$ cat config.mk
export PLATFORM = sky130hd
export DESIGN_NAME = sync_serial_command_port
export DESIGN_NICKNAME = d
export VERILOG_FILES = /design/src/design/sync_serial_pkg.sv /design/src/design/sync_serial_command_port.sv /design/src/design/edge_sync.sv
export SDC_FILE = /design/constraint.sdc
export NUM_CORES = 1
export LEC_CHECK = 0
export BUFFER_PORTS_ARGS = -buffer_cell sky130_fd_sc_hd__buf_2
export CORE_ASPECT_RATIO = 1.75
export CORE_UTILIZATION = 55
export DETAILED_ROUTE_END_ITERATION = 7
export GPL_ROUTABILITY_DRIVEN = 0
export PLACE_DENSITY = 0.77
export REMOVE_ABC_BUFFERS = 1
export SYNTH_ARGS = -nofsm -noshare
export SYNTH_HDL_FRONTEND = slang
export SYNTH_SLANG_ARGS = --single-unit
export TNS_END_PERCENT = 100
$ cat constraint.sdc
create_clock -name clk -period 4.37 [get_ports clk]
set_input_delay 0.437 -clock clk [delete_from_list [all_inputs] [get_ports clk]]
set_output_delay 0.437 -clock clk [all_outputs]
set_load 0.01 [all_outputs]
$ cat src/design/sync_serial_pkg.sv
// constants and types shared by the clocked serial command port
// Operation
// the host shifts command bits in msb first while select is low and the port captures each one on its sampling edge.
// a command byte counts as complete and is decoded on the eighth sampling edge of that byte.
// while select is low the port shifts status bits out on its output edge, timed by the host clock.
// with the serial clock high at the select fall, input is sampled on rising edges and output changes on falling edges.
// with the serial clock low at the select fall, input is sampled on falling edges and output changes on rising edges.
// with select held low from reset and no fall seen, the port samples on rising edges and drives on falling edges.
// raising select returns the port and its bit counter to the initial state.
// the serial output is not driven while select is high.
// the host keeps the serial clock free of spurious pulses, since an extra pulse misaligns the bit count until select rises.
// the host issues the matching read request command before reading status, error or version, and only that command refreshes the value.
// after an ordinary command the active low busy output is held low for about ten microseconds.
// bytes within one select period are assembled into multi byte commands and byte tracking restarts when select rises.
package sync_serial_pkg;

    localparam int          BYTE_BITS  = 8;
    localparam int          MAX_BYTES  = 3;
    localparam int          CLK_MHZ    = 100;
    localparam int          BUSY_US    = 10;
    localparam int          BUSY_CYC   = BUSY_US * CLK_MHZ;

    localparam logic [7:0]  CMD_RD_STATE = 8'hb0;
    localparam logic [7:0]  CMD_RD_ERROR = 8'hb1;
    localparam logic [7:0]  CMD_RD_VER   = 8'hb2;
    localparam logic [7:0]  VERSION_ID   = 8'h5a; // arbitrary value
    localparam logic [7:0]  RESET_READ   = 8'h00;

    // one assembled command, low bytes unused for short commands
    typedef struct packed {
        logic [7:0] byte0;
        logic [7:0] byte1;
        logic [7:0] byte2;
        logic [1:0] count;
    } command_t;

endpackage : sync_serial_pkg

$ cat src/design/sync_serial_command_port.sv
// device side clocked serial command port
`timescale 1ns/10ps
module sync_serial_command_port #(
    parameter int BUSY_CYCLES = sync_serial_pkg::BUSY_CYC
) (
    input  wire logic                        clk,
    input  wire logic                        rstn,
    input  wire logic                        port_select_n,
    input  wire logic                        serialClk,
    input  wire logic                        serialIn,
    output logic                             serialOut,
    output logic                             serialOutEn,
    output logic                             command_busy_n,
    output sync_serial_pkg::command_t        command,
    output logic                             commandValid,
    input  wire logic [7:0]                  stateValue,
    input  wire logic [7:0]                  errorValue
);
    // *****************************************
    // elaboration checks
    // *****************************************
    if (BUSY_CYCLES < 1) begin : g_badBusy
        $error("busy cycles must be at least one");
    end

    // *****************************************
    // pin synchronisers
    // *****************************************
    logic selLvl, selRise, selFall;
    logic sckLvl, sckRise, sckFall;
    logic siLvl;

    edge_sync uSel (
        .clk      (clk),
        .rstn     (rstn),
        .asyncIn  (port_select_n),
        .resetVal (1'b1),
        .level    (selLvl),
        .rise     (selRise),
        .fall     (selFall)
    );
    edge_sync uSck (
        .clk      (clk),
        .rstn     (rstn),
        .asyncIn  (serialClk),
        .resetVal (1'b1),
        .level    (sckLvl),
        .rise     (sckRise),
        .fall     (sckFall)
    );
    edge_sync uSi (
        .clk      (clk),
        .rstn     (rstn),
        .asyncIn  (serialIn),
        .resetVal (1'b1),
        .level    (siLvl),
        .rise     (),
        .fall     ()
    );

    // *****************************************
    // edge selection
    // *****************************************
    // sampleRising_q resets high so a select held low behaves rising
    logic sampleRising_q;
    always_ff @(posedge clk or negedge rstn) begin
        if (!rstn)
            sampleRising_q <= 1'b1;
        else if (selFall)
            sampleRising_q <= sckLvl;                     // see R04
    end

    // during the fall cycle itself the select is already low; ignore edges
    wire active     = ~selLvl & ~selFall;
    wire sampleEdge = active & (sampleRising_q ? sckRise : sckFall);
    wire driveEdge  = active & (sampleRising_q ? sckFall : sckRise);

    // *****************************************
    // receive shift and byte assembly
    // *****************************************
    logic [2:0]                bitCnt_q;
    logic [6:0]                shift_q;
    logic [1:0]                bytePos_q;
    sync_serial_pkg::command_t cmd_q;
    logic                      cmdValid_q;

    wire       lastBit  = sampleEdge & (bitCnt_q == 3'h7);
    wire [7:0] newByte  = {shift_q, siLvl};
    wire       fullCmd  = lastBit &
                          (bytePos_q == 2'(sync_serial_pkg::MAX_BYTES - 1));

    always_ff @(posedge clk or negedge rstn) begin
        if (!rstn) begin
            bitCnt_q <= 3'h0;
            shift_q  <= 7'h00;
        end else if (selLvl) begin
            bitCnt_q <= 3'h0;
            shift_q  <= 7'h00;
        end else if (sampleEdge) begin
            bitCnt_q <= bitCnt_q + 3'h1;
            shift_q  <= newByte[6:0];
        end
    end

    // byte tracking restarts at each select high; a fourth byte wraps
    always_ff @(posedge clk or negedge rstn) begin
        if (!rstn)
            bytePos_q <= 2'h0;
        else if (selLvl || fullCmd)
            bytePos_q <= 2'h0;
        else if (lastBit)
            bytePos_q <= bytePos_q + 2'h1;
    end

    always_ff @(posedge clk or negedge rstn) begin
        if (!rstn) begin
            cmd_q <= '0;
        end else if (lastBit) begin
            unique case (bytePos_q)
                2'h0:    cmd_q.byte0 <= newByte;
                2'h1:    cmd_q.byte1 <= newByte;
                default: cmd_q.byte2 <= newByte;
            endcase
            cmd_q.count <= bytePos_q + 2'h1;
        end
    end

    // a byte must complete in this frame, else a bare select pulse would
    // hand on the previous command again
    logic gotByte_q;
    always_ff @(posedge clk or negedge rstn) begin
        if (!rstn)
            gotByte_q <= 1'b0;
        else if (selLvl)
            gotByte_q <= 1'b0;
        else if (lastBit)
            gotByte_q <= 1'b1;
    end

    // command is handed on when select rises after whole bytes
    wire cmdDone = selRise & gotByte_q & (bitCnt_q == 3'h0);
    always_ff @(posedge clk or negedge rstn) begin
        if (!rstn)
            cmdValid_q <= 1'b0;
        else
            cmdValid_q <= cmdDone;
    end
    assign command      = cmd_q;
    assign commandValid = cmdValid_q;

    // *****************************************
    // read request decode
    // *****************************************
    // the readable byte changes only on a read request, so a host that
    // skips the request reads a stale value
    wire isRdState = lastBit & (bytePos_q == 2'h0) &
                     (newByte == sync_serial_pkg::CMD_RD_STATE);
    wire isRdErr   = lastBit & (bytePos_q == 2'h0) &
                     (newByte == sync_serial_pkg::CMD_RD_ERROR);
    wire isRdVer   = lastBit & (bytePos_q == 2'h0) &
                     (newByte == sync_serial_pkg::CMD_RD_VER);
    // judged from the stored first byte, since lastBit is long gone by the
    // time select rises
    wire readCode  = (cmd_q.byte0 == sync_serial_pkg::CMD_RD_STATE) |
                     (cmd_q.byte0 == sync_serial_pkg::CMD_RD_ERROR) |
                     (cmd_q.byte0 == sync_serial_pkg::CMD_RD_VER);

    logic [7:0] readVal_q;
    always_ff @(posedge clk or negedge rstn) begin
        if (!rstn)
            readVal_q <= sync_serial_pkg::RESET_READ;
        else if (isRdState)
            readVal_q <= stateValue;
        else if (isRdErr)
            readVal_q <= errorValue;
        else if (isRdVer)
            readVal_q <= sync_serial_pkg::VERSION_ID;
    end

    // *****************************************
    // status shift out
    // *****************************************
    logic [7:0] outShift_q;
    logic       firstOut_q;
    always_ff @(posedge clk or negedge rstn) begin
        if (!rstn) begin
            outShift_q <= 8'h00;
            firstOut_q <= 1'b1;
        end else if (selLvl) begin
            outShift_q <= readVal_q;
            firstOut_q <= 1'b1;
        end else if (driveEdge) begin
            firstOut_q <= 1'b0;
            if (!firstOut_q)
                outShift_q <= {outShift_q[6:0], outShift_q[7]};
        end
    end

    logic soEn_q;
    always_ff @(posedge clk or negedge rstn) begin
        if (!rstn)
            soEn_q <= 1'b0;
        else
            soEn_q <= ~selLvl;
    end
    assign serialOut   = outShift_q[7];
    assign serialOutEn = soEn_q;

    // *****************************************
    // busy timer
    // *****************************************
    localparam int BW = $clog2(BUSY_CYCLES + 1);
    logic [BW-1:0] busyCnt_q;
    wire busyStart = cmdDone & ~readCode;
    always_ff @(posedge clk or negedge rstn) begin
        if (!rstn)
            busyCnt_q <= '0;
        else if (busyStart)
            busyCnt_q <= BW'(BUSY_CYCLES);
        else if (busyCnt_q != '0)
            busyCnt_q <= busyCnt_q - 1'b1;
    end

    logic busyN_q;
    always_ff @(posedge clk or negedge rstn) begin
        if (!rstn)
            busyN_q <= 1'b1;
        else
            busyN_q <= ~(busyStart | (busyCnt_q > BW'(1)));
    end
    assign command_busy_n = busyN_q;

endmodule : sync_serial_command_port

$ cat src/design/edge_sync.sv
// two flop synchroniser with edge detection on the synchronised level
`timescale 1ns/10ps
module edge_sync (
    input  wire logic clk,
    input  wire logic rstn,
    input  wire logic asyncIn,
    input  wire logic resetVal,
    output logic      level,
    output logic      rise,
    output logic      fall
);
    logic       meta_q;
    logic       sync_q;
    logic       last_q;
    logic [2:0] warm_q;

    // meta_q feeds only sync_q
    always_ff @(posedge clk or negedge rstn) begin
        if (!rstn) begin
            meta_q <= 1'b1;
            sync_q <= 1'b1;
            last_q <= 1'b1;
            warm_q <= 3'h0;
        end else begin
            meta_q <= asyncIn;
            sync_q <= meta_q;
            last_q <= sync_q;
            warm_q <= {warm_q[1:0], 1'b1};
        end
    end

    // until the chain holds real samples the level shows resetVal and no
    // edge is flagged, so a pin idling away from it gives no false edge
    wire ready = warm_q[2];
    assign level = ready ? sync_q : resetVal;
    assign rise  = ready & sync_q & ~last_q;
    assign fall  = ready & ~sync_q & last_q;
endmodule : edge_sync

* Yosys cells after proc, flatten, opt, wreduce, memory -nomap -nowiden *
Index checks and enable logic that the tools add are counted.

cells by class
  add/sub/neg operators = 3
  $lt $le $gt $ge = 1
  eq/ne operators = 10
  multiplexer cells = 23
  bitwise operators = 32
  reductions and logical operators = 15

operators by type and width
  operator                                                               count
  8-bit == test, second input constant                                   6
  8-bit 2-to-1 mux                                                       6
  1-bit AND                                                              20
  10-bit 2-to-1 mux                                                      2
  7-bit 2-to-1 mux                                                       2
  10-bit by 1-bit > comparator with 1-bit output, second input constant  1
  10-bit nonzero test                                                    1
  2-bit nonzero test                                                     5
  10-bit by 1-bit subtractor with 10-bit output, second input constant   1
  1-bit 2-to-1 mux                                                       9
  1-bit NOT                                                              9
  2-bit AND reduction                                                    4
  3-bit 2-to-1 mux                                                       2
  2-bit 2-to-1 mux                                                       2
  3-bit by 1-bit adder with 3-bit output, second input constant          1
  3-bit == test, second input constant                                   1
  3-bit logical NOT                                                      1
  1-bit OR                                                               3
  3-bit nonzero test                                                     1
  2-bit by 1-bit adder with 2-bit output, second input constant          1
  2-bit by 1-bit == test with 1-bit output, second input constant        1
  2-bit == test, second input constant                                   1
  2-bit logical NOT                                                      1
  2-bit inequality test, second input constant                           1
  2 further kinds                                                        2

word-level totals
  register bits = 87
  input port bits = 21
  output and inout bits = 30
  logic and storage cells = 111

* Depth between registers and ports, before layout *
Gate-level depths: netlist of run 1.

  depth in word-level cells = 12
  depth in mapped cells = 7

* By module *
Synthesis of run 1 repeated with hierarchy kept, for this count alone.

unflattened totals
  cell total of the unflattened synthesis = 299
  area total of the unflattened synthesis = 3928.8 um^2

modules (own cells, without submodules)
  module                    times used  cells an instance  area an instance (um^2)  seq. area each (um^2)
  sync_serial_command_port  1           269                3350.7                   1755.4
  edge_sync                 3           10                 192.7                    153.9

* Least setup slack after synthesis of run 1 *
No wires, ideal clock.

  path kind = register -> register
  from = reg uSck.sync_q
  to = reg outShift_q[0]
  library setup time = 0.127 ns
  arrival time = 1.744 ns
  data required time = 4.243 ns
  path slack = 2.499 ns
  stages on the path, launching flop included = 5
  path buffers = 0
  period minus slack after synthesis = 1.871 ns
  cell sequence = dfstp_2 > or3b_4 > a211oi_4 > mux2i_1 > a21oi_2

on the way
  cells in the longest elaborated chain, start to end = 7
  elaborated cells between the ends (all ways) = 9
  classes of those cells = mux (1); bitwise (6); reduce/logical (2)

ends and longest elaborated chain
  item                                    RTL line                         source
  start, declared                         edge_sync.sv:13                  logic sync_q;
  start signal, assigned                  edge_sync.sv:26                  sync_q <= meta_q;
  1-bit NOT                               edge_sync.sv:37                  assign fall = ready & ~sync_q & last_q;
  1-bit AND (2 in series)                 edge_sync.sv:37
  1-bit 2-to-1 mux *                      sync_serial_command_port.sv:76   wire driveEdge = active & (sampleRising_q ? sckFall : sckRise);
  1-bit AND *                             sync_serial_command_port.sv:76
  2-bit nonzero test (no source line) *   --
  2-bit AND reduction (no source line) *  --
  end signal, assigned                    sync_serial_command_port.sv:190  outShift_q <= readVal_q;
  end signal, assigned                    sync_serial_command_port.sv:195  outShift_q <= {outShift_q[6:0], outShift_q[7]};
  end, declared                           sync_serial_command_port.sv:183  logic [7:0] outShift_q;

Mark *: on every way between the ends. The rest lies on a longest branch, timed or not.
A chain may end at the register's enable or synchronous reset.

* Worst setup path in the final report of run 1 *
  from = reg uSel.sync_q
  to = reg cmd_q, in the netlist command[9]

on the way
  cells in the longest elaborated chain, start to end = 8
  elaborated cells between the ends (all ways) = 10
  classes of those cells = mux (1); bitwise (8); reduce/logical (1)

ends and longest elaborated chain
  item                                    RTL line                        source
  start, declared                         edge_sync.sv:13
  start signal, assigned                  edge_sync.sv:26
  1-bit NOT                               edge_sync.sv:37
  1-bit AND (2 in series)                 edge_sync.sv:37
  1-bit NOT                               sync_serial_command_port.sv:74  wire active = ~selLvl & ~selFall;
  1-bit AND *                             sync_serial_command_port.sv:74
  1-bit AND *                             sync_serial_command_port.sv:75  wire sampleEdge = active & (sampleRising_q ? sckRise : sckFall);
  1-bit AND *                             sync_serial_command_port.sv:87  wire lastBit = sampleEdge & (bitCnt_q == 3'h7);
  2-bit AND reduction (no source line) *  --
  end, declared                           sync_serial_command_port.sv:84  sync_serial_pkg::command_t cmd_q;

Marks and branches as above.

==> results of run 1 <==
[through the flow]
step                power (mW)  cells  worst slack [ps]  hold slack (ps)  utilization (%)
finish                    1.58    427              1650              178             66.9
global route              1.62    427              1470              168             66.9
CTS                       1.59    427              1640              168             66.9
detailed placement       0.869    411              1660              336             62.4
global placement         0.866    411              1750              333             62.4
floorplan                0.832    278              2050              141                -
[logic make-up (layout without fill, tap and decap cells)]
kind of cell	after synthesis	after routing	synth area share, %
other	1	1	0.105
AOI/OAI and AO/OA	52	52	10.6
buffers and inverters	20	79	2.29
muxes	41	41	12.4
adders and majority gates	9	9	3.17
DFF	81	81	57.4
and+or+nand+nor	78	78	12.5
xor gates and xnor gates	6	6	1.48
[where the power goes]
part           internal, mW  leakage, nW  total (mW)  switching [mW]
Clock                 0.467        0.140       0.729           0.262
Combinational        0.0261        0.840      0.0715          0.0454
Sequential            0.769         1.06       0.782          0.0130
[area by class of cell]
type / count / area [sq um] / share of cell area [%]
repair buffers: 53 / 275 / 6.61
clock buffers: 11 / 151 / 3.64
inverters: 10 / 37.5 / 0.901
well taps: 80 / 100 / 2.40
multi-input cells: 187 / 1430 / 34.4
flip-flops and latches: 81 / 2040 / 49.0
clock inverters: 5 / 125 / 3.00
[cell usage after synthesis (all sizes together), types with 2 or more instances]
cell type / count
dfstp: 11
a211oi: 7
inv: 10
or2: 2
a21o: 3
or4: 5
nor4: 4
xnor2: 4
dfrtp: 70
nand2: 22
nand3: 3
o211ai: 2
nand2b: 4
or3: 4
or3b: 2
xor2: 2
a21oi: 22
o2bb2ai: 4
ha: 9
buf: 5
nand3b: 2
nor3: 2
mux2: 25
a2bb2oi: 4
o21ai: 7
nand4b: 3
nor2b: 2
mux2i: 16
nor2: 17
clkbuf: 5
[worst register-to-register path, cell delays in order, from the launching register on]
cell	delay (ps)
dfstp_2	380
nand2b_1	370
inv_1	670
o211ai_2	260
or3_1	540
mux2_1	380
[routing by layer]
| metal | vias up | routed length, um | track usage, % |
|---|---|---|---|
| met5 | - | 0 | 0 |
| met4 | 0 | 284 | 15.3 |
| met3 | 17 | 232 | 4.64 |
| met2 | 55 | 3740 | 39.7 |
| met1 | 1194 | 2750 | 24.0 |
| li1 | 1129 | - | - |
[sequential cells by signal, summed over array words and instances (netlist names), 2 cells and up]
| register | cells |
|---|---|
| bitCnt_q | 3 |
| busyCnt_q | 10 |
| bytePos_q | 2 |
| command | 26 |
| outShift_q | 8 |
| readVal_q | 8 |
| shift_q | 7 |
| uSi.warm_q | 2 |
[worst max path at each step]
stage / from / depth (start not counted) / to
floorplan: uSel.sync_q / 5 / command[6]
global placement: uSel.sync_q / 5 / command[6]
detailed placement: uSel.sync_q / 5 / command[9]
CTS: uSel.sync_q / 5 / command[8]
global route: uSel.sync_q / 5 / command[9]
finish: uSel.sync_q / 5 / command[9]
[placed cells by master, fill, tap and decap left out, drive strengths merged, types with 3 or more instances in the layout]
cell type / Yosys / layout
a211oi: 7 / 7
a21o: 3 / 3
a21oi: 22 / 22
a2bb2oi: 4 / 4
buf: 5 / 53
bufinv: 0 / 4
clkbuf: 5 / 11
dfrtp: 70 / 70
dfstp: 11 / 11
ha: 9 / 9
inv: 10 / 10
mux2: 25 / 25
mux2i: 16 / 16
nand2: 22 / 22
nand2b: 4 / 4
nand3: 3 / 3
nand4b: 3 / 3
nor2: 17 / 17
nor4: 4 / 4
o21ai: 7 / 7
o2bb2ai: 4 / 4
or3: 4 / 4
or4: 5 / 5
xnor2: 4 / 4
==> flow_summary_export.csv, run 1 <==
group,metric,value,unit
clocking,ctsHoldBuffers,0,
hold_path,min_from,"serialIn",
cells_and_area,fill_cells,474,
die,ios,51,
cells_and_area,finalInstanceArea,4160,sq um
timing,fin_crit_sh,62.1,%
clocking,cts_sinks,81,
clocking,clock_latency,360,ps
pwr,irDropWorstVdd,0.000258,V
routing,num_vias,2395,
logic_synthesis,async_reset_ff_share,100,%
die,dieArea,6800,sq um
timing,worstMarginPinSlew,981,ps
clocking,cts_tree,"done",
routing,dr.pass1.iters,4,
timing,period_minus_slack,2720,ps
setup_path,path_class,"flop to flop",
cells_and_area,nNetsFinal,372,
setup_path,reg2reg_slack,1650,ps
logic_synthesis,syn-instance-count,288,
placement,dp_hpwl,4950,um
timing,drv_slew,0,
clocking,cts_root_buf,"clkbuf_8",
global_route,grt_first_pass_wirelength,11300,um
setup_path,crit_fanout,21,
placement,port_buffers,50,
job,cap_viol_max_count,0,
logic_synthesis,yosysWarnings,0,
timing,finClkSkew,7.34,ps
logic_synthesis,synth_edf_count,0,
setup_path,startpoint_type,"flop",
cells_and_area,drive_gt1_share,34.6,%
cells_and_area,num_antenna_cells,0,
global_route,grt_max_degree,82,
setup_path,crit_required,4610,ps
setup_path,crit_family,"simple AND/OR/NAND/NOR gates",
logic_synthesis,synth_area_per_cell,12.3,sq um
routing,avgRoutedWirePerCell,16.4,um
hold_path,min_path_type,"input port to flop",
timing,max_freq,368,MHz
setup_path,path_cells,"nand2b_1, inv_1, o211ai_2, or3_1, mux2_1",
logic_synthesis,synth_top_flop_cell,"dfrtp_1",
routing,drtIter0Drc,137,
timing,rsz0062_at_grt,"false",
logic_synthesis,yosysTopAreaCellShare,49.3,%
setup_path,cp.arrival,2950,ps
timing,hold_violations,0,
setup_path,cpMaxStageDelayCell,"inv_1",
pwr,p_leak,2.04,nW
logic_synthesis,syn_area,3560,sq um
pwr,powerDensity,380,nW/um^2
routing,viasPerCell,5.61,
clocking,post-cts-setup-buffers,0,
hold_path,hold_depth,1,
clocking,cts_buffer_depth,2,
logic_synthesis,ys_seq_area_share,57.4,%
setup_path,critPathBufInv,1,
global_route,grt_pass1_vias,2365,
clocking,clkTransAtPathRegs,80,ps
clocking,cts_inserted_buffers,9,
routing,drc_errors,0,
logic_synthesis,synth_seq_cells,81,
clocking,cts_resized,0,
placement,placed_area,3890,sq um
timing,setup_viol,0,
logic_synthesis,synthDistinctLibCells,47,
timing,setup_tns,0,ps
hold_path,holdPathEnd,"uSi.meta_q",
global_route,gr-total-overflow,0,
setup_path,reg2reg_depth,5,
logic_synthesis,synth_area_leaders,"dfrtp_1 (49%), dfstp_2 (8.1%), mux2_2 (7.0%), mux2i_1 (4.5%), ha_1 (3.2%)",
die,fp-row-count,38,
die,core-area,6230,sq um
setup_path,reg2reg_to,"command[9]",
global_route,antenna_found_initial,0,
clocking,h-tree-depth,3,
status,status,"complete, no violations",
setup_path,crit_path_end_kind,"flop",
routing,antenna_left,0,
cells_and_area,synthToLayoutAreaGrowth,17.1,%
die,start_util,57.1,%
setup_path,r2r_start,"uSel.sync_q",
setup_path,cp_slowest_stage_delay,670,ps
routing,routed_wirelength,7010,um
die,die_h,108,um
die,die_x,62.8,um
logic_synthesis,post-synth-top-area-cell,"dfrtp_1",
timing,relSlewSlack,34.6,%
global_route,grt_usage,22.5,%
(Power assumes the default switching activity.)
==> run 2, diff against run 1 <==
==> constraint.sdc (replaced) <==
create_clock -name clk -period 2.7 [get_ports clk]
set_input_delay 0.27 -clock clk [delete_from_list [all_inputs] [get_ports clk]]
set_output_delay 0.27 -clock clk [all_outputs]
set_load 0.01 [all_outputs]
==> run 2 against run 1 <==
Net effect: critical path depth decreased by 1; final area shrank 0.45%; maximum frequency up 32%; largest cell class unchanged; critical endpoint is now command[12].
==> flow_summary_export.csv, run 2 (same netlist as run 1, synthesis figures left out) <==
group,metric,value,unit
clocking,ctsHoldBuffers,2,
clocking,clkTransAtPathRegs,80,ps
timing,finClkSkew,6.91,ps
timing,setup_viol,0,
timing,drv_slew,0,
routing,avgRoutedWirePerCell,15.5,um
cells_and_area,drive_gt1_share,34.9,%
pwr,irDropWorstVdd,0.000440,V
cells_and_area,synthToLayoutAreaGrowth,16.6,%
die,dieArea,6800,sq um
global_route,gr-total-overflow,0,
cells_and_area,nNetsFinal,377,
cells_and_area,num_antenna_cells,0,
timing,worstMarginPinSlew,999,ps
job,cap_viol_max_count,0,
global_route,grt_first_pass_wirelength,11400,um
pwr,powerDensity,556,nW/um^2
clocking,cts_root_buf,"clkbuf_8",
cells_and_area,fill_cells,482,
hold_path,min_path_type,"input port to flop",
placement,dp_hpwl,4860,um
clocking,h-tree-depth,3,
die,fp-row-count,38,
clocking,cts_inserted_buffers,9,
global_route,grt_usage,22.6,%
setup_path,crit_required,2940,ps
timing,hold_violations,0,
clocking,cts_resized,0,
die,core-area,6230,sq um
routing,num_vias,2393,
routing,viasPerCell,5.54,
timing,relSlewSlack,32.8,%
timing,setup_tns,0,ps
timing,period_minus_slack,2060,ps
routing,dr.pass1.iters,4,
die,start_util,57.1,%
global_route,grt_pass1_vias,2411,
die,ios,51,
setup_path,startpoint_type,"flop",
routing,routed_wirelength,6710,um
global_route,grt_max_degree,82,
timing,fin_crit_sh,76.3,%
cells_and_area,utilization,66.6,%
clocking,cts_buffer_depth,2,
status,status,"complete, no violations",
routing,drtIter0Drc,99,
timing,hold_slack,16.7,ps
global_route,antenna_found_initial,0,
clocking,post-cts-setup-buffers,0,
clocking,cts_tree,"done",
setup_path,path_class,"flop to flop",
clocking,clock_latency,350,ps
routing,antenna_left,0,
setup_path,cp.arrival,2300,ps
cells_and_area,stdcell_count,432,
clocking,cts_sinks,81,
setup_path,crit_path_end_kind,"flop",
setup_path,reg2reg_slack,640,ps
placement,port_buffers,50,
die,die_h,108,um
routing,drc_errors,0,
cells_and_area,mostFrequentLayoutCells,"dfrtp_1 (70), buf_2 (49), nand2_1 (22), mux2_2 (22), nor2_1 (17)",
pwr,p_leak,2.03,nW
placement,placed_cells,414,
cells_and_area,largest_reg_flops,26,
setup_path,crit_fanout,14,
die,die_x,62.8,um
timing,rsz0062_at_grt,"false",
pwr,total_power,2.30,mW
timing,max_freq,486,MHz
cells_and_area,final_common_cell,"dfrtp_1",
## run 2: changes by cell type in the layout (fill, tap and decap cells not counted), sizes merged
| cell | delta |
|---|---|
| buf | +3 |
| clkinvlp | +2 |
| clkbuf | +1 |
| dlygate4sd3 | +2 |
| bufinv | -3 |
## run 2: path summary, 6_finish.rpt
kind | from | to | cells past startpoint
max | uSel.last_q | command[12] | 4
min | serialIn | uSi.meta_q | 1
max reg2reg | uSel.last_q | command[12] | 4
min reg2reg | uSi.warm_q[1] | uSck.warm_q[2] | 0
max in group asynchronous | rstn | command[24] | 1
min in group asynchronous | rstn | busyCnt_q[2] | 1
## run 2: per-stage QoR
stage | area, sq um | worst slack (ps)
6_report | 4150 | 640
5_1_grt | 4150 | 513
4_1_cts | 4150 | 619
3_5_place_dp | 3910 | 629
3_3_place_gp | 3910 | 678
2_1_floorplan | 3510 | 379
## run 2: final cells by class
type | instances | area [sq um] | area share, %
sequential | 81 | 2040 | 49.2
clock inverter | 4 | 50.0 | 1.21
tap | 80 | 100 | 2.41
inverter | 10 | 37.5 | 0.906
timing repair buffer | 58 | 318 | 7.67
clock buffer | 12 | 165 | 3.98
multi-input combinational | 187 | 1430 | 34.6
## run 2: layer usage
| metal | track usage (%) | wire (um) |
|---|---|---|
| met5 | 0 | 0 |
| met4 | 14.1 | 223 |
| met3 | 4.96 | 239 |
| met2 | 39.1 | 3610 |
| met1 | 25.1 | 2640 |
## run 2: power breakdown
| group | leakage (nW) | internal [mW] | switching [mW] | total, mW |
|---|---|---|---|---|
| Sequential | 1.06 | 1.24 | 0.0204 | 1.27 |
| Clock | 0.105 | 0.501 | 0.418 | 0.919 |
| Combinational | 0.862 | 0.0460 | 0.0730 | 0.119 |
| Total | 2.03 | 1.79 | 0.511 | 2.30 |
## run 2: critical path: stages (launching register included)
cell and delay (ps):
dfstp_2 590, and4bb_2 270, or2_2 420, nand4_2 290, mux2_2 380
==> run 3, diff against run 2 <==
--- a/config.mk
+++ b/config.mk
@@ -5,6 +5,7 @@
 export SDC_FILE = /design/constraint.sdc
 export NUM_CORES = 1
 export LEC_CHECK = 0
+export ABC_AREA = 1
 export BUFFER_PORTS_ARGS = -buffer_cell sky130_fd_sc_hd__buf_2
 export CORE_ASPECT_RATIO = 1.75
 export CORE_UTILIZATION = 55
==> constraint.sdc (replaced) <==
create_clock -name clk -period 2.06 [get_ports clk]
set_input_delay 0.206 -clock clk [delete_from_list [all_inputs] [get_ports clk]]
set_output_delay 0.206 -clock clk [all_outputs]
set_load 0.01 [all_outputs]
==> run 3 against run 2 <==
Net effect: clock-buffer cell count shrank 1; die area grew 1.2%; non-clock buffer count grew 1; critical path type unchanged.
==> flow_summary_export.csv, run 3 <==
group,metric,value,unit
status,status,"complete, no violations",
cells_and_area,final_common_cell,"nand2_1",
logic_synthesis,yosysWarnings,0,
setup_path,startpoint_type,"flop",
hold_path,min_from,"stateValue[0]",
setup_path,crit_cells,9,
logic_synthesis,async_reset_ff_share,100,%
timing,setup_tns,0,ps
setup_path,crit_top_cell,"nand2_1",
cells_and_area,drive_gt1_share,20.4,%
timing,fin_crit_sh,90.3,%
timing,drv_slew,0,
routing,dr.pass1.iters,4,
pwr,comb_power_share,4.8,%
logic_synthesis,post-synth-top-area-cell,"dfrtp_1",
global_route,grt_usage,24.3,%
logic_synthesis,synth_seq_cells,81,
pwr,seq_power_share,51.6,%
die,die_h,109,um
logic_synthesis,syn_area,3600,sq um
pwr,powerDensity,753,nW/um^2
logic_synthesis,synth_top_family_by_area,"simple AND/OR/NAND/NOR gates",
logic_synthesis,synthTopCellsByCount,"nand2_1 (94), dfrtp_1 (70), inv_1 (56), o21ai_0 (25), o21ai_1 (24)",
pwr,irDropWorstVdd,0.000703,V
global_route,gr-total-overflow,0,
timing,rsz0062_at_grt,"false",
global_route,grt_max_degree,45,
global_route,antenna_found_initial,0,
job,cap_viol_max_count,0,
logic_synthesis,synth_top_flop_cell,"dfrtp_1",
logic_synthesis,yosys-mux-area-fraction,0,%
logic_synthesis,synth_fa_ha_area_share,3.13,%
cells_and_area,fill_cells,524,
timing,max_freq,538,MHz
pwr,p_int,2.52,mW
setup_path,path_cells,"nand3_1, nand2_1, nand3_4, nor2_8, nand2_4, nor2_4, inv_2, nand2_1, nand2_1",
setup_path,crit_family,"simple AND/OR/NAND/NOR gates",
setup_path,cp.arrival,2100,ps
timing,finClkSkew,11.5,ps
setup_path,crit_path_end_kind,"flop",
clocking,clkTransAtPathRegs,80,ps
logic_synthesis,ys_seq_area_share,56.7,%
routing,drc_errors,0,
pwr,p_switching,0.669,mW
logic_synthesis,synth-compound-area-share,10.2,%
die,start_util,57.4,%
routing,drtIter0Drc,209,
hold_path,min_path_type,"input port to flop",
clocking,clock_latency,360,ps
setup_path,reg2reg_to,"readVal_q[6]",
setup_path,cp_slowest_stage_delay,550,ps
pwr,p_leak,2.22,nW
timing,period_minus_slack,1860,ps
clocking,cts_root_buf,"clkbuf_8",
global_route,grt_first_pass_wirelength,12300,um
die,dieArea,6890,sq um
routing,avgRoutedWirePerCell,14.0,um
timing,hold_violations,0,
cells_and_area,largest_reg_flops,26,
placement,port_buffers,50,
timing,worstMarginPinSlew,837,ps
logic_synthesis,synth_edf_count,0,
die,die_x,63.2,um
routing,routed_wirelength,7570,um
setup_path,cp-endpoint,"readVal_q[6]",
setup_path,critPathLaunch,"uSck.last_q",
pwr,p_sw_share,21.0,%
timing,setup_viol,0,
setup_path,crit_fanout,17,
setup_path,reg2reg_depth,9,
logic_synthesis,syn-instance-count,396,
logic_synthesis,synthXorXnorAreaFrac,0.973,%
clocking,cts_sinks,81,
global_route,grt_pass1_vias,2726,
setup_path,r2r_start,"uSck.last_q",
logic_synthesis,yosysMostFrequentCell,"nand2_1",
setup_path,crit_required,2300,ps
cells_and_area,utilization,67.5,%
routing,antenna_left,0,
logic_synthesis,synth_area_per_cell,9.09,sq um
logic_synthesis,yosysTopAreaCellShare,48.7,%
die,ios,51,
logic_synthesis,synth-simple-area-share,21.5,%
cells_and_area,synthToLayoutAreaGrowth,17.7,%
setup_path,reg2reg_slack,200,ps
timing,relSlewSlack,43.9,%
logic_synthesis,synthDistinctLibCells,33,
cells_and_area,num_antenna_cells,0,
pwr,clkPwrFrac,43.5,%
clocking,cts_tree,"done",
clocking,cts_resized,0,
clocking,cts_buffer_depth,2,
die,fp-row-count,38,
clocking,cts_inserted_buffers,9,
die,core-area,6280,sq um
clocking,h-tree-depth,3,
placement,dp_hpwl,5420,um
cells_and_area,nNetsFinal,486,
routing,viasPerCell,5.31,
setup_path,cpMaxStageDelayCell,"dfstp_2",
routing,num_vias,2874,
setup_path,critPathBufInv,1,
logic_synthesis,synth_area_leaders,"dfrtp_1 (49%), nand2_1 (9.8%), dfstp_2 (8.0%), inv_1 (5.8%), nand4_1 (3.5%)",
cells_and_area,mostFrequentLayoutCells,"nand2_1 (94), dfrtp_1 (70), inv_1 (56)",
setup_path,path_class,"flop to flop",
-- run 3: cell types whose count changed in the layout (fill, tap and decap cells not counted), sizes merged, moves of 17 or more --
cell	change
o21ai	+42
inv	+47
mux2	-25
a21oi	-17
nand2	+75
nand3	+19
nand4	+19
-- run 3: worst min-delay path by stage --
stage | endpoint | slack [ps] | cells past startpoint
2_1_floorplan | bitCnt_q[0] | -90 | 0
3_3_place_gp | readVal_q[1] | 190 | 1
3_5_place_dp | readVal_q[6] | 200 | 1
4_1_cts | readVal_q[0] | 160 | 5
5_1_grt | readVal_q[1] | 190 | 5
6_report | readVal_q[0] | 170 | 5
-- run 3: power by group through the flow --
stage                     logic (mW)  registers (mW)  clock network (mW)
after global routing           0.176            1.65                1.48
after global placement         0.144            1.68                   0
after detailed placement       0.150            1.68                   0
final                          0.154            1.65                1.39
after floorplan               0.0709            1.68                   0
after CTS                      0.157            1.65                1.41
-- run 3: kinds of logic (layout without fill, tap and decap cells) --
| kind of cell | count (synthesis) | after routing |
|---|---|---|
| AO/OA/AOI/OAI | 68 | 68 |
| XOR/XNOR | 4 | 4 |
| adder cells (fa/ha/maj) | 9 | 9 |
| buffers and inverters | 67 | 132 |
| flip-flops | 81 | 81 |
| other | 1 | 1 |
| AND/OR/NAND/NOR | 166 | 166 |
-- run 3: timing repair --
action / in CTS / in global routing
hold endpoints to repair: 40 / 0
hold buffers: 4 / 0
buffers inserted: 0 / 0
-- run 3: worst min-delay path: cells and delay by family --
family	cells	cell delay (ps)
buf+inv	2	100
simple gates	3	180
-- run 3: area by class of cell --
cell class / instances / area (sq um) / area share, %
clock buffers: 11 / 141 / 3.34
clock inverters: 5 / 103 / 2.42
inverters: 57 / 214 / 5.05
multi-input cells: 248 / 1290 / 30.5
flip-flops and latches: 81 / 2040 / 48.2
well taps: 80 / 100 / 2.36
repair buffers: 59 / 343 / 8.09
-- run 3: per-layer routing --
metal | up-vias | track usage [%] | wire length, um
li1 | 1412 | - | -
met1 | 1358 | 26.1 | 2990
met3 | 22 | 4.39 | 286
met4 | 0 | 16.3 | 359
met2 | 82 | 42.9 | 3930
met5 | - | 0 | 0
-- run 3: per-stage QoR --
stage                     hold slack [ps]  power (mW)  worst slack, ps  cells  area (sq um)
after detailed placement              204        1.83              217    521          3950
after floorplan                     -89.6        1.75              209    386          3550
after global placement                193        1.82              265    521          3950
final                                 170        3.19              200    541          4240
after global routing                  191        3.31             37.3    541          4240
after CTS                             161        3.21              202    541          4240
